$ cat src/hdl/hcc_regs.svh
// Purpose: register offsets, field positions, codes and reset values of the channel block
// Assumes: 32-bit AHB-Lite data, one aligned word per register
// Notes: definitions only
`ifndef HCC_REGS_SVH
`define HCC_REGS_SVH

// ****************************************
// register byte offsets
// ****************************************
`define HCC_OFF_CHSEL 8'h00
`define HCC_OFF_CFG 8'h04
`define HCC_OFF_FIRST_TX_DESC_ADDR 8'h08
`define HCC_OFF_CMD 8'h0C
`define HCC_OFF_STAT 8'h10

// ****************************************
// command word fields
// ****************************************
`define HCC_CMD_GRP 2:0
`define HCC_CMD_HOLD 3
`define HCC_CMD_NEWSZ 4
`define HCC_CMD_SIZE 10:5

// ****************************************
// configuration word fields
// ****************************************
`define HCC_CFG_MODE 1:0
`define HCC_CFG_CRC 2
`define HCC_CFG_CPT 3
`define HCC_CFG_INV 4
`define HCC_CFG_RATE 6:5
`define HCC_CFG_FA 7
`define HCC_CFG_IDLE_FILL_SELECT 8
`define HCC_CFG_NSF 9
`define HCC_CFG_TRANSPARENT_FILL_FLAG 31:16

// ****************************************
// codes and constants
// ****************************************
`define HCC_FILL_FLAG 16'h007E
`define HCC_FILL_ONES 16'hFFFF
`define HCC_FILL_ZERO 16'h0000
`define HCC_SIZE_MAX 6'h3F
`define HCC_SIZE_MIN 6'h01
`define HCC_ZINS_SHIFT 3
`define HCC_RST_WORD 32'h0000_0000
`endif

$ cat src/hdl/hcc_pkg.sv
// Purpose: types shared by the channel command block
// Assumes: nothing
// Notes: codes written out
package hcc_pkg;
   typedef enum logic [2:0] {
      HCC_CMD_CLEAR = 3'h0,
      HCC_CMD_FAST_ABORT = 3'h1,
      HCC_CMD_OFF = 3'h2,
      HCC_CMD_ABORT = 3'h3,
      HCC_CMD_JUMP = 3'h4,
      HCC_CMD_INIT = 3'h5,
      HCC_CMD_RSVD6 = 3'h6,
      HCC_CMD_RSVD7 = 3'h7
   } hcc_cmd_t;
   typedef enum logic [1:0] {
      HCC_MODE_TMA = 2'h0,
      HCC_MODE_TMBR = 2'h1,
      HCC_MODE_V110 = 2'h2,
      HCC_MODE_HDLC = 2'h3
   } hcc_mode_t;
endpackage

$ cat src/hdl/hcc_cfg_ram.sv
// Purpose: per-channel configuration store, one write and two registered read ports
// Assumes: single clock
// Notes: array has no reset, read registers do
`timescale 1ns/1ps
`include "hcc_regs.svh"
module hcc_cfg_ram #(
   parameter int AW = 5,
   parameter int DW = 32
) (
   // clock and reset
   input wire logic hclk,
   input wire logic hresetn,
   // write port
   input wire logic we,
   input wire logic [AW-1:0] waddr,
   input wire logic [DW-1:0] wdata,
   // read ports
   input wire logic [AW-1:0] raddr_a,
   output logic [DW-1:0] rdata_a,
   input wire logic [AW-1:0] raddr_b,
   output logic [DW-1:0] rdata_b
);
   logic [DW-1:0] mem [0:(1<<AW)-1];

   always_ff @(posedge hclk) begin
      if (we) begin
         mem[waddr] <= wdata;
      end
   end

   always_ff @(posedge hclk or negedge hresetn) begin
      if (!hresetn) begin
         rdata_a <= DW'(`HCC_RST_WORD);
         rdata_b <= DW'(`HCC_RST_WORD);
      end else begin
         rdata_a <= mem[raddr_a];
         rdata_b <= mem[raddr_b];
      end
   end
endmodule

$ cat src/hdl/hcc_chan_decode.sv
// Purpose: decodes one channel's configuration into fill code and formatter controls
// Assumes: cfg word laid out as in the register header
// Notes: purely combinational
`timescale 1ns/1ps
`include "hcc_regs.svh"
module hcc_chan_decode (
   // configuration in
   input wire logic [31:0] cfg,
   input wire logic hold_act,
   // decoded controls
   output logic [15:0] fill_char,
   output logic crc32_sel,
   output logic tmr_sel,
   output logic crc_gen_en,
   output logic rx_store_crc,
   output logic sf_suppress_off,
   output logic [2:0] d_repeat,
   output logic invert
);
   import hcc_pkg::*;
   hcc_mode_t mode;

   always_comb begin
      mode = hcc_mode_t'(cfg[`HCC_CFG_MODE]);
      fill_char = `HCC_FILL_ZERO;
      crc32_sel = 1'b0;
      tmr_sel = 1'b0;
      crc_gen_en = 1'b0;
      rx_store_crc = 1'b0;
      sf_suppress_off = 1'b0;
      d_repeat = 3'h0;
      invert = cfg[`HCC_CFG_INV];
      case (mode) // RULE_20
         HCC_MODE_HDLC: begin
            crc32_sel = cfg[`HCC_CFG_CRC]; // RULE_16
            crc_gen_en = !cfg[`HCC_CFG_CPT]; // RULE_15
            rx_store_crc = cfg[`HCC_CFG_CPT]; // RULE_15
            sf_suppress_off = cfg[`HCC_CFG_NSF] && cfg[`HCC_CFG_CPT]; // RULE_14
            fill_char = cfg[`HCC_CFG_IDLE_FILL_SELECT] ? `HCC_FILL_ONES : `HCC_FILL_FLAG; // RULE_07 RULE_21
         end
         HCC_MODE_V110: begin
            case (cfg[`HCC_CFG_RATE]) // RULE_17
               2'h0: d_repeat = 3'h7;
               2'h1: d_repeat = 3'h3;
               2'h2: d_repeat = 3'h1;
               default: d_repeat = 3'h0;
            endcase
            fill_char = `HCC_FILL_ZERO; // RULE_07
         end
         HCC_MODE_TMBR: begin
            tmr_sel = cfg[`HCC_CFG_CRC]; // RULE_16
            fill_char = `HCC_FILL_ZERO; // RULE_07
         end
         default: begin
            // flag code only in this mode, ones otherwise
            fill_char = cfg[`HCC_CFG_FA] ? cfg[`HCC_CFG_TRANSPARENT_FILL_FLAG] : `HCC_FILL_ONES; // RULE_13 RULE_19
         end
      endcase
      if (hold_act && mode == HCC_MODE_HDLC && cfg[`HCC_CFG_IDLE_FILL_SELECT]) begin
         fill_char = `HCC_FILL_ONES; // RULE_07
      end
   end
endmodule

$ cat src/hdl/hcc_top.sv
// Purpose: transmit command interpreter and channel configuration for a 32-channel controller
// Assumes: AHB-Lite slave, zero wait states; DMA and formatter on the same clock
// Notes: command and configuration act on the channel in the select register
//
// The address map and the AHB-Lite slave port were decided locally.
`timescale 1ns/1ps
`include "hcc_regs.svh"

// Behaviour
// RULE_01: jump clears off/abort, branches after descriptor
// RULE_02: jump keeps open frame in framed modes
// RULE_03: no transmit until initialization command
// RULE_04: initialization branches now, discards buffer
// RULE_05: buffer size only taken with flag
// RULE_06: hold finishes frame, V.110 zero abort
// RULE_07: hold sends mode-specific fill characters
// RULE_08: active hold stops buffer reads, polling
// RULE_09: software holds abort before transmit off
// RULE_10: software changes config only when shut
// RULE_11: first V.110 descriptor carries E,S,X
// RULE_12: software repeats hold and condition code
// RULE_13: fill flag used only in transparent_a
// RULE_14: no short frame suppression in HDLC; code turns suppression off only when NSF and CPT are both set
// RULE_15: CRC pass-through stores, suppresses generation
// RULE_16: CRC bit selects polynomial or sub-mode
// RULE_17: rate field sets D-bit repetitions
// RULE_18: flag adjust shortens fill by insertions
// RULE_19: flag filtering sends flag, else ones
// RULE_20: mode field selects transmission mode
// RULE_21: idle fill select picks flags or ones
// RULE_22: descriptor address used only by branches
// RULE_23: off resets formatter, tristates slots
// RULE_24: abort sends pattern, stops buffer reads
// RULE_25: off/abort state per channel, on commands
module hcc_top (
   // clock and reset
   input wire logic hclk,
   input wire logic hresetn,
   // ahb-lite slave
   input wire logic hsel,
   input wire logic [31:0] haddr,
   input wire logic [1:0] htrans,
   input wire logic hwrite,
   input wire logic [2:0] hsize,
   input wire logic [31:0] hwdata,
   input wire logic hready,
   output logic hreadyout,
   output logic hresp,
   output logic [31:0] hrdata,
   // dma command side
   output logic dma_cmd_valid,
   output logic [4:0] dma_cmd_ch,
   output logic dma_branch_now,
   output logic dma_branch_after,
   output logic dma_open_frame,
   output logic dma_tb_discard,
   output logic [31:0] dma_desc_addr,
   output logic dma_size_load,
   output logic [5:0] dma_size,
   // formatter command side
   output logic fmt_reset,
   output logic fmt_abort,
   output logic fmt_v110_abort,
   output logic [4:0] fmt_cmd_ch,
   input wire logic fmt_frame_done,
   input wire logic [4:0] fmt_done_ch,
   // per-channel enables
   output logic [31:0] slot_tristate,
   output logic [31:0] tb_read_en,
   output logic [31:0] desc_poll_en,
   // formatter configuration lookup
   input wire logic [4:0] fmt_query_ch,
   input wire logic [7:0] fill_count,
   input wire logic [10:0] zero_ins,
   output logic [15:0] fill_char,
   output logic [7:0] fill_adj,
   output logic crc32_sel,
   output logic tmr_sel,
   output logic crc_gen_en,
   output logic rx_store_crc,
   output logic sf_suppress_off,
   output logic [2:0] d_repeat,
   output logic invert
);
   import hcc_pkg::*;

   // ****************************************
   // bus slave
   // ****************************************
   logic wr_q, rd_q;
   logic [7:0] addr_q;
   logic [4:0] chsel_q;
   logic [31:0] first_tx_desc_addr_q;
   logic [31:0] cfg_a, cfg_b;
   logic [31:0] rd_d;
   logic cmd_we, cfg_we, cfg_byp_q;
   logic [31:0] cfg_wd_q;
   hcc_cmd_t kind;
   hcc_mode_t mode_a;
   logic [31:0] off_q, abort_q, init_q, hold_q, hact_q;

   assign cmd_we = wr_q && addr_q == `HCC_OFF_CMD;
   assign cfg_we = wr_q && addr_q == `HCC_OFF_CFG;
   assign kind = hcc_cmd_t'(hwdata[`HCC_CMD_GRP]);
   assign mode_a = hcc_mode_t'(cfg_a[`HCC_CFG_MODE]);

   always_comb begin
      case (haddr[7:0])
         `HCC_OFF_CHSEL: rd_d = {27'h0, chsel_q};
         `HCC_OFF_CFG: rd_d = cfg_we ? hwdata : (cfg_byp_q ? cfg_wd_q : cfg_a);
         `HCC_OFF_FIRST_TX_DESC_ADDR: rd_d = first_tx_desc_addr_q;
         `HCC_OFF_STAT: rd_d = {27'h0, hact_q[chsel_q], hold_q[chsel_q],
            abort_q[chsel_q], off_q[chsel_q], init_q[chsel_q]};
         default: rd_d = 32'h0;
      endcase
   end

   always_ff @(posedge hclk or negedge hresetn) begin
      if (!hresetn) begin
         wr_q <= 1'b0;
         rd_q <= 1'b0;
         addr_q <= 8'h00;
         cfg_byp_q <= 1'b0;
         cfg_wd_q <= `HCC_RST_WORD;
         hrdata <= `HCC_RST_WORD;
         hreadyout <= 1'b1;
         hresp <= 1'b0;
      end else begin
         wr_q <= hsel && htrans[1] && hready && hwrite;
         rd_q <= hsel && htrans[1] && hready && !hwrite;
         // store read port lags a write by one cycle
         cfg_byp_q <= cfg_we;
         if (cfg_we) begin
            cfg_wd_q <= hwdata;
         end
         if (hsel && htrans[1] && hready) begin
            addr_q <= haddr[7:0];
            if (!hwrite) begin
               hrdata <= rd_d;
            end
         end
         hreadyout <= 1'b1;
         hresp <= 1'b0;
      end
   end

   always_ff @(posedge hclk or negedge hresetn) begin
      if (!hresetn) begin
         chsel_q <= 5'h00;
         first_tx_desc_addr_q <= `HCC_RST_WORD;
      end else if (wr_q) begin
         if (addr_q == `HCC_OFF_CHSEL) begin
            chsel_q <= hwdata[4:0];
         end
         if (addr_q == `HCC_OFF_FIRST_TX_DESC_ADDR) begin
            first_tx_desc_addr_q <= hwdata;
         end
      end
   end

   // ****************************************
   // configuration store
   // ****************************************
   hcc_cfg_ram #(.AW(5), .DW(32)) u_ram (
      .hclk(hclk),
      .hresetn(hresetn),
      .we(cfg_we),
      .waddr(chsel_q),
      .wdata(hwdata),
      .raddr_a(chsel_q),
      .rdata_a(cfg_a),
      .raddr_b(fmt_query_ch),
      .rdata_b(cfg_b)
   );

   // ****************************************
   // per-channel command state
   // ****************************************
   always_ff @(posedge hclk or negedge hresetn) begin
      if (!hresetn) begin
         off_q <= 32'h0;
         abort_q <= 32'h0;
         init_q <= 32'h0;
         hold_q <= 32'h0;
      end else if (cmd_we) begin
         hold_q[chsel_q] <= hwdata[`HCC_CMD_HOLD];
         case (kind) // RULE_25
            HCC_CMD_CLEAR: begin
               if (init_q[chsel_q]) begin
                  off_q[chsel_q] <= 1'b0;
                  abort_q[chsel_q] <= 1'b0;
               end
            end
            HCC_CMD_FAST_ABORT, HCC_CMD_JUMP: begin
               off_q[chsel_q] <= 1'b0; // RULE_01
               abort_q[chsel_q] <= 1'b0;
            end
            HCC_CMD_OFF: begin
               off_q[chsel_q] <= 1'b1; // RULE_23
               abort_q[chsel_q] <= 1'b0;
            end
            HCC_CMD_ABORT: begin
               abort_q[chsel_q] <= 1'b1; // RULE_24
            end
            HCC_CMD_INIT: begin
               init_q[chsel_q] <= 1'b1; // RULE_03
               off_q[chsel_q] <= 1'b0;
               abort_q[chsel_q] <= 1'b0;
            end
            default: begin
               off_q[chsel_q] <= off_q[chsel_q];
            end
         endcase
      end
   end

   // hold becomes active at the end of the current frame, or at once when the channel is uninitialized or off
   always_ff @(posedge hclk or negedge hresetn) begin
      if (!hresetn) begin
         hact_q <= 32'h0;
      end else begin
         for (int i = 0; i < 32; i++) begin
            if (!hold_q[i]) begin
               hact_q[i] <= 1'b0;
            end else if (fmt_frame_done && fmt_done_ch == 5'(i)) begin
               hact_q[i] <= 1'b1; // RULE_06
            end else if (!init_q[i] || off_q[i]) begin
               hact_q[i] <= 1'b1;
            end
         end
      end
   end

   genvar g;
   generate
      for (g = 0; g < 32; g++) begin : g_en
         always_ff @(posedge hclk or negedge hresetn) begin
            if (!hresetn) begin
               slot_tristate[g] <= 1'b1;
               tb_read_en[g] <= 1'b0;
               desc_poll_en[g] <= 1'b0;
            end else begin
               slot_tristate[g] <= off_q[g] || !init_q[g]; // RULE_23
               tb_read_en[g] <= init_q[g] && !off_q[g] && !abort_q[g] && !hact_q[g]; // RULE_03 RULE_08 RULE_24
               desc_poll_en[g] <= init_q[g] && !off_q[g] && !hact_q[g]; // RULE_08
            end
         end
      end
   endgenerate

   // ****************************************
   // command pulses
   // ****************************************
   always_ff @(posedge hclk or negedge hresetn) begin
      if (!hresetn) begin
         dma_cmd_valid <= 1'b0;
         dma_cmd_ch <= 5'h00;
         dma_branch_now <= 1'b0;
         dma_branch_after <= 1'b0;
         dma_open_frame <= 1'b0;
         dma_tb_discard <= 1'b0;
         dma_desc_addr <= `HCC_RST_WORD;
         dma_size_load <= 1'b0;
         dma_size <= 6'h00;
      end else begin
         dma_cmd_valid <= cmd_we;
         dma_branch_now <= cmd_we && (kind == HCC_CMD_INIT || kind == HCC_CMD_FAST_ABORT); // RULE_04
         dma_branch_after <= cmd_we && kind == HCC_CMD_JUMP; // RULE_01
         dma_open_frame <= cmd_we && kind == HCC_CMD_JUMP &&
            (mode_a == HCC_MODE_HDLC || mode_a == HCC_MODE_TMBR); // RULE_02
         dma_tb_discard <= cmd_we && kind == HCC_CMD_INIT; // RULE_04
         dma_size_load <= cmd_we && hwdata[`HCC_CMD_NEWSZ] &&
            hwdata[`HCC_CMD_SIZE] >= `HCC_SIZE_MIN && hwdata[`HCC_CMD_SIZE] <= `HCC_SIZE_MAX; // RULE_05
         if (cmd_we) begin
            dma_cmd_ch <= chsel_q;
            dma_size <= hwdata[`HCC_CMD_SIZE];
            if (kind == HCC_CMD_INIT || kind == HCC_CMD_FAST_ABORT || kind == HCC_CMD_JUMP) begin
               dma_desc_addr <= first_tx_desc_addr_q; // RULE_22
            end
         end
      end
   end

   always_ff @(posedge hclk or negedge hresetn) begin
      if (!hresetn) begin
         fmt_reset <= 1'b0;
         fmt_abort <= 1'b0;
         fmt_v110_abort <= 1'b0;
         fmt_cmd_ch <= 5'h00;
      end else begin
         fmt_reset <= cmd_we && (kind == HCC_CMD_OFF ||
            (kind == HCC_CMD_INIT && !init_q[chsel_q])); // RULE_23 RULE_03
         fmt_abort <= cmd_we && kind == HCC_CMD_ABORT; // RULE_24
         fmt_v110_abort <= cmd_we && hwdata[`HCC_CMD_HOLD] && !hold_q[chsel_q] &&
            mode_a == HCC_MODE_V110; // RULE_06
         if (cmd_we) begin
            fmt_cmd_ch <= chsel_q;
         end
      end
   end

   // ****************************************
   // formatter configuration lookup
   // ****************************************
   logic [4:0] qch_q;
   logic [15:0] fill_d;
   logic c32_d, tmr_d, gen_d, st_d, sf_d, inv_d;
   logic [2:0] rep_d;
   logic [7:0] cut_d;

   hcc_chan_decode u_dec (
      .cfg(cfg_b),
      .hold_act(hact_q[qch_q]),
      .fill_char(fill_d),
      .crc32_sel(c32_d),
      .tmr_sel(tmr_d),
      .crc_gen_en(gen_d),
      .rx_store_crc(st_d),
      .sf_suppress_off(sf_d),
      .d_repeat(rep_d),
      .invert(inv_d)
   );

   assign cut_d = zero_ins[10:`HCC_ZINS_SHIFT];

   always_ff @(posedge hclk or negedge hresetn) begin
      if (!hresetn) begin
         qch_q <= 5'h00;
         fill_char <= `HCC_FILL_ZERO;
         fill_adj <= 8'h00;
         crc32_sel <= 1'b0;
         tmr_sel <= 1'b0;
         crc_gen_en <= 1'b0;
         rx_store_crc <= 1'b0;
         sf_suppress_off <= 1'b0;
         d_repeat <= 3'h0;
         invert <= 1'b0;
      end else begin
         qch_q <= fmt_query_ch;
         fill_char <= fill_d; // RULE_07 RULE_19
         crc32_sel <= c32_d;
         tmr_sel <= tmr_d;
         crc_gen_en <= gen_d;
         rx_store_crc <= st_d;
         sf_suppress_off <= sf_d;
         d_repeat <= rep_d;
         invert <= inv_d;
         if (cfg_b[`HCC_CFG_FA] && cfg_b[`HCC_CFG_MODE] == HCC_MODE_HDLC) begin
            fill_adj <= (fill_count > cut_d) ? fill_count - cut_d : 8'h00; // RULE_18
         end else begin
            fill_adj <= fill_count;
         end
      end
   end

   // ****************************************
   // checks
   // ****************************************
   a_off_tristate: assert property (@(posedge hclk) disable iff (!hresetn) // RULE_23
      cmd_we && kind == HCC_CMD_OFF |=> fmt_reset ##1 slot_tristate[fmt_cmd_ch])
      else $error("off did not reset formatter and tristate slots");
   a_jump_after: assert property (@(posedge hclk) disable iff (!hresetn) // RULE_01
      cmd_we && kind == HCC_CMD_JUMP |=> dma_branch_after && !dma_branch_now && !dma_tb_discard)
      else $error("jump did not branch after the descriptor");
   a_init_discard: assert property (@(posedge hclk) disable iff (!hresetn) // RULE_04
      cmd_we && kind == HCC_CMD_INIT |=> dma_branch_now && dma_tb_discard)
      else $error("init did not branch and discard buffer");
   a_addr_ignored: assert property (@(posedge hclk) disable iff (!hresetn) // RULE_22
      cmd_we && (kind == HCC_CMD_CLEAR || kind == HCC_CMD_OFF || kind == HCC_CMD_ABORT)
      |=> $stable(dma_desc_addr))
      else $error("descriptor address taken by a non-branch command");
   a_size_ignored: assert property (@(posedge hclk) disable iff (!hresetn) // RULE_05
      cmd_we && !hwdata[`HCC_CMD_NEWSZ] |=> !dma_size_load)
      else $error("buffer size loaded without flag");
   a_abort_stops: assert property (@(posedge hclk) disable iff (!hresetn) // RULE_24
      cmd_we && kind == HCC_CMD_ABORT |=> fmt_abort ##1 !tb_read_en[fmt_cmd_ch])
      else $error("abort left buffer reads enabled");
   a_uninit_quiet: assert property (@(posedge hclk) disable iff (!hresetn) // RULE_03
      !init_q[chsel_q] && !cmd_we |=> !tb_read_en[$past(chsel_q)])
      else $error("buffer read on an uninitialized channel");
   a_v110_hold: assert property (@(posedge hclk) disable iff (!hresetn) // RULE_06
      cmd_we && hwdata[`HCC_CMD_HOLD] && !hold_q[chsel_q] && mode_a == HCC_MODE_V110
      |=> fmt_v110_abort)
      else $error("hold in V.110 mode gave no zero abort");
   a_hold_stops: assert property (@(posedge hclk) disable iff (!hresetn) // RULE_08
      hact_q[chsel_q] && !cmd_we |=> !desc_poll_en[$past(chsel_q)] && !tb_read_en[$past(chsel_q)])
      else $error("polling or buffer reads during active hold");
endmodule

$ cat config.mk
export PLATFORM = sky130hd
export DESIGN_NAME = hcc_top
export DESIGN_NICKNAME = d
export VERILOG_FILES = /design/src/hdl/hcc_pkg.sv /design/src/hdl/hcc_cfg_ram.sv /design/src/hdl/hcc_chan_decode.sv /design/src/hdl/hcc_top.sv
export VERILOG_INCLUDE_DIRS = /design/src /design/src/hdl
export SDC_FILE = /design/constraint.sdc
export NUM_CORES = 2
export LEC_CHECK = 0
export BUFFER_PORTS_ARGS = -buffer_cell sky130_fd_sc_hd__clkbuf_2
export CAP_MARGIN = 20
export CELL_PAD_IN_SITES_DETAIL_PLACEMENT = 1
export CELL_PAD_IN_SITES_GLOBAL_PLACEMENT = 2
export CORE_ASPECT_RATIO = 1.75
export CORE_UTILIZATION = 42
export CTS_CLUSTER_DIAMETER = 80
export DETAILED_ROUTE_END_ITERATION = 7
export PLACE_DENSITY = 0.83
export SYNTH_ARGS = -nofsm -noshare
export SYNTH_HDL_FRONTEND = slang
export SYNTH_SLANG_ARGS = --single-unit
export TNS_END_PERCENT = 50
$ cat constraint.sdc
create_clock -name hclk -period 3.6 [get_ports hclk]
set_input_delay 0.54 -clock hclk [delete_from_list [all_inputs] [get_ports hclk]]
set_output_delay 0.54 -clock hclk [all_outputs]
set_load 0.005 [all_outputs]
==> impl_metrics.ini <==
[route]
wl_mm = 226
wl_per_cell_um = 35.6
drc = 0
dr.first_iter.drc_count = 4611
dr_total_vias = 41079
first_pass_iters = 6
ant_nets = 0
via_per_inst = 6.48

[floorplanning]
fp.coreArea_um2 = 157000
start_util_pct = 42.4
die_y_um = 528
die_area_um2 = 160000
ios = 324
die_x_um = 303
rows = 192

[sta]
max-slew-margin-rel_pct = 29.0
whs_ns = 0.0374
finalHoldViolCount = 0
fin_setup_tns_ns = 0
finalSetupViolCount = 0
skew_ns = 0.0493
tightestPinTransition_ns = 1.06
fmax_ghz = 0.300
slew_violations = 0
finalCritPeriodShare_pct = 92.5
rsz0062_at_grt = false
min_period_ns = 3.33

[clock_tree]
root_buffer = clkbuf_16
post-cts-setup-buffers = 0
cts_tree = yes
cts_resized = 0
numCtsBuffers = 142
htreeDepth = 4
hold_buffers = 10
cts.sinks = 1534
clock_path_buffers = 4
worstSkewPairLatency_ns = 0.81
clkSlewWorstSetupHoldPaths_ns = 0.07

[power]
p_leak_nw = 26.6
combPwrFrac_pct = 9.2
sw_frac_of_total_pct = 23.8
p_clk_share_pct = 39.9
cellInternalPower_w = 0.0291
peakVddDrop_v = 0.000368
power_density_nw_per_um2 = 499
p_sw_w = 0.00910
seq_power_share_pct = 50.9

[run]
maxCapViolCount = 0

[setup_path]
path_max_fanout = 15
critical-path-top-delay-family = simple AND/OR/NAND/NOR gates
cp_num_buf_inv = 1
cpMaxStageDelayCell = dfrtp_1
crit_type = flip-flop to flip-flop
cp.arrival_ns = 3.80
rrSetupSlack_ns = 0.27
end_kind = flip-flop
slowest_delay_ns = 0.81
critPathRequiredTime_ns = 4.07
cp_cell_sequence = and3_2, nand2_1, nor2_4, buf_4
critPathLaunchType = flip-flop

[global_route]
grt_pass1_vias = 43678
grt_max_degree = 80
grt_pass1_wl_mm = 322
grt_use_total_pct = 28.5
antenna_found_initial = 14
grt_remaining_overflow = 0

[place]
gp_congestion = 0.951
hpwl_mm = 144
port_buffers = 290

[synth]
synth_top_area_share_pct = 46.3
synth_edf_count = 1024
yosys.cell_types.count = 78
syn_avg_cell_area_um2 = 17.4
synth_warnings = 0
ys_seq_area_share_pct = 65.6
synth-seq-cells = 1534
yosys.area.top_type = edfxtp_1
syn_nets = 3921
async_reset_ff_share_pct = 33.2
synth_flop_cell = edfxtp_1
synth.area.top_cells = edfxtp_1, mux4_2, dfrtp_1
synthCells = 3808
syn_area_um2 = 66400

[final_layout]
drive_gt1_share_pct = 35.0
fillers = 14679
fin_nets = 4311
area_growth_pct = 15.2

[outcome]
status = complete, no violations

[worst_hold_path]
hp-class = primary input to flip-flop
## per-stage QoR
step | setup slack, ns | utilization, % | area (um2) | power (W) | instances
floorplan | 0.183 | - | 66400 | 0.0216 | 3808
global placement | 0.426 | 45.9 | 71800 | 0.0232 | 6081
detailed placement | 0.414 | 45.9 | 71800 | 0.0233 | 6081
CTS | 0.355 | 48.8 | 76500 | 0.0383 | 6337
global route | 0.209 | 48.8 | 76500 | 0.0390 | 6339
finish | 0.272 | 48.9 | 76500 | 0.0382 | 6343
## cell usage in the layout, fill, tap and decap left out, types with 21 or more instances in the layout
master / instances
mux2i_1: 44
mux2_2: 122
nand4_1: 28
buf_4: 153
nor2_1: 97
a31oi_1: 27
inv_1: 40
nor2_4: 38
nor3_1: 49
a21o_1: 36
o31ai_2: 29
clkbuf_2: 285
nand3_1: 83
clkinv_2: 21
dfrtp_1: 475
nor2b_1: 25
clkbuf_16: 147
o21ai_0: 122
mux4_2: 547
dfstp_2: 32
o31ai_1: 35
a221o_1: 24
nand2b_1: 22
a22oi_1: 120
edfxtp_1: 1024
buf_12: 67
a21oi_1: 36
clkbuf_1: 31
nand2_1: 308
## sequential cells by signal (all words and copies together) (netlist names), 3 cells and up, named ones only
signal                cells
hrdata                   32
cfg_wd_q                 32
u_ram.rdata_a            32
dma_desc_addr            32
hold_q                   32
desc_poll_en             32
off_q                    32
hact_q                   32
tb_read_en               32
addr_q                    8
slot_tristate            32
dma_size                  6
u_ram.mem              1024
chsel_q                   5
fill_adj                  8
u_ram.rdata_b            26
fill_char                16
first_tx_desc_addr_q     32
d_repeat                  3
init_q                   32
fmt_cmd_ch                5
## cell type report
| class | count | area, um2 | area share [%] |
|---|---|---|---|
| well taps | 2037 | 2550 | 3.33 |
| repair buffers | 519 | 4070 | 5.31 |
| diodes | 6 | 15.0 | 0.0196 |
| flip-flops and latches | 1534 | 43600 | 56.9 |
| inverters | 43 | 163 | 0.213 |
| clock buffers | 191 | 3970 | 5.19 |
| multi-input cells | 1958 | 21600 | 28.2 |
| clock inverters | 55 | 582 | 0.760 |
## cell usage after synthesis (all sizes together), types with 42 or more instances
cell    count
inv        42
dfrtp     478
mux2      125
o31ai      64
nand2     308
clkbuf    121
edfxtp   1024
mux4      547
nor3       51
a22oi     120
o21ai     133
mux2i      44
buf       152
nand3      85
nor2      135
## layer usage
metal / vias up / GRT usage (%) / share of wire [%]
li1: 16079 / - / -
met1: 21970 / 33.3 / 34
met2: 2360 / 48.6 / 51
met3: 654 / 5.01 / 7.6
met4: 16 / 17.2 / 7.1
met5: - / 0 / 0.035
## power by group through the flow
| stage | combinational, W | clock [W] | sequential, W |
|---|---|---|---|
| global route | 0.00370 | 0.0159 | 0.0194 |
| CTS | 0.00351 | 0.0154 | 0.0194 |
| global placement | 0.00340 | 0 | 0.0198 |
| floorplan | 0.00201 | 0 | 0.0196 |
| detailed placement | 0.00348 | 0 | 0.0198 |
| finish | 0.00352 | 0.0152 | 0.0194 |
## logic make-up after synthesis
logic type	count (synthesis)	synth area share, %
flops	1534	65.6
mux	716	21.3
simple gates	709	4.93
compound gates	516	5.52
buf+inv	316	2.36
fa+ha+maj	9	0.181
xor+xnor	6	0.0791
other cells	2	0.0113
## worst register-to-register path, stage by stage, from the launching register on
cell and delay, ns:
dfrtp_1 0.81, and3_2 0.76, nand2_1 0.41, nor2_4 0.70
buf_4 0.33
## final timing paths
check,cells past startpoint,end,startpoint
worst max-delay path,4,u_ram.mem[15][5]$_DFFE_PP_,chsel_q[2]$_DFFE_PN0P_
worst min-delay path,2,fill_adj[6]$_DFF_PN0_,fill_count[6]
worst max register to register,4,u_ram.mem[15][5]$_DFFE_PP_,chsel_q[2]$_DFFE_PN0P_
worst min register to register,0,invert$_DFF_PN0_,u_ram.rdata_b[4]$_DFF_PN0_
max in group asynchronous,4,u_ram.rdata_a[26]$_DFF_PN0_,hresetn
min in group asynchronous,2,tb_read_en[23]$_DFF_PN0_,hresetn
(Power assumes the default switching activity.)
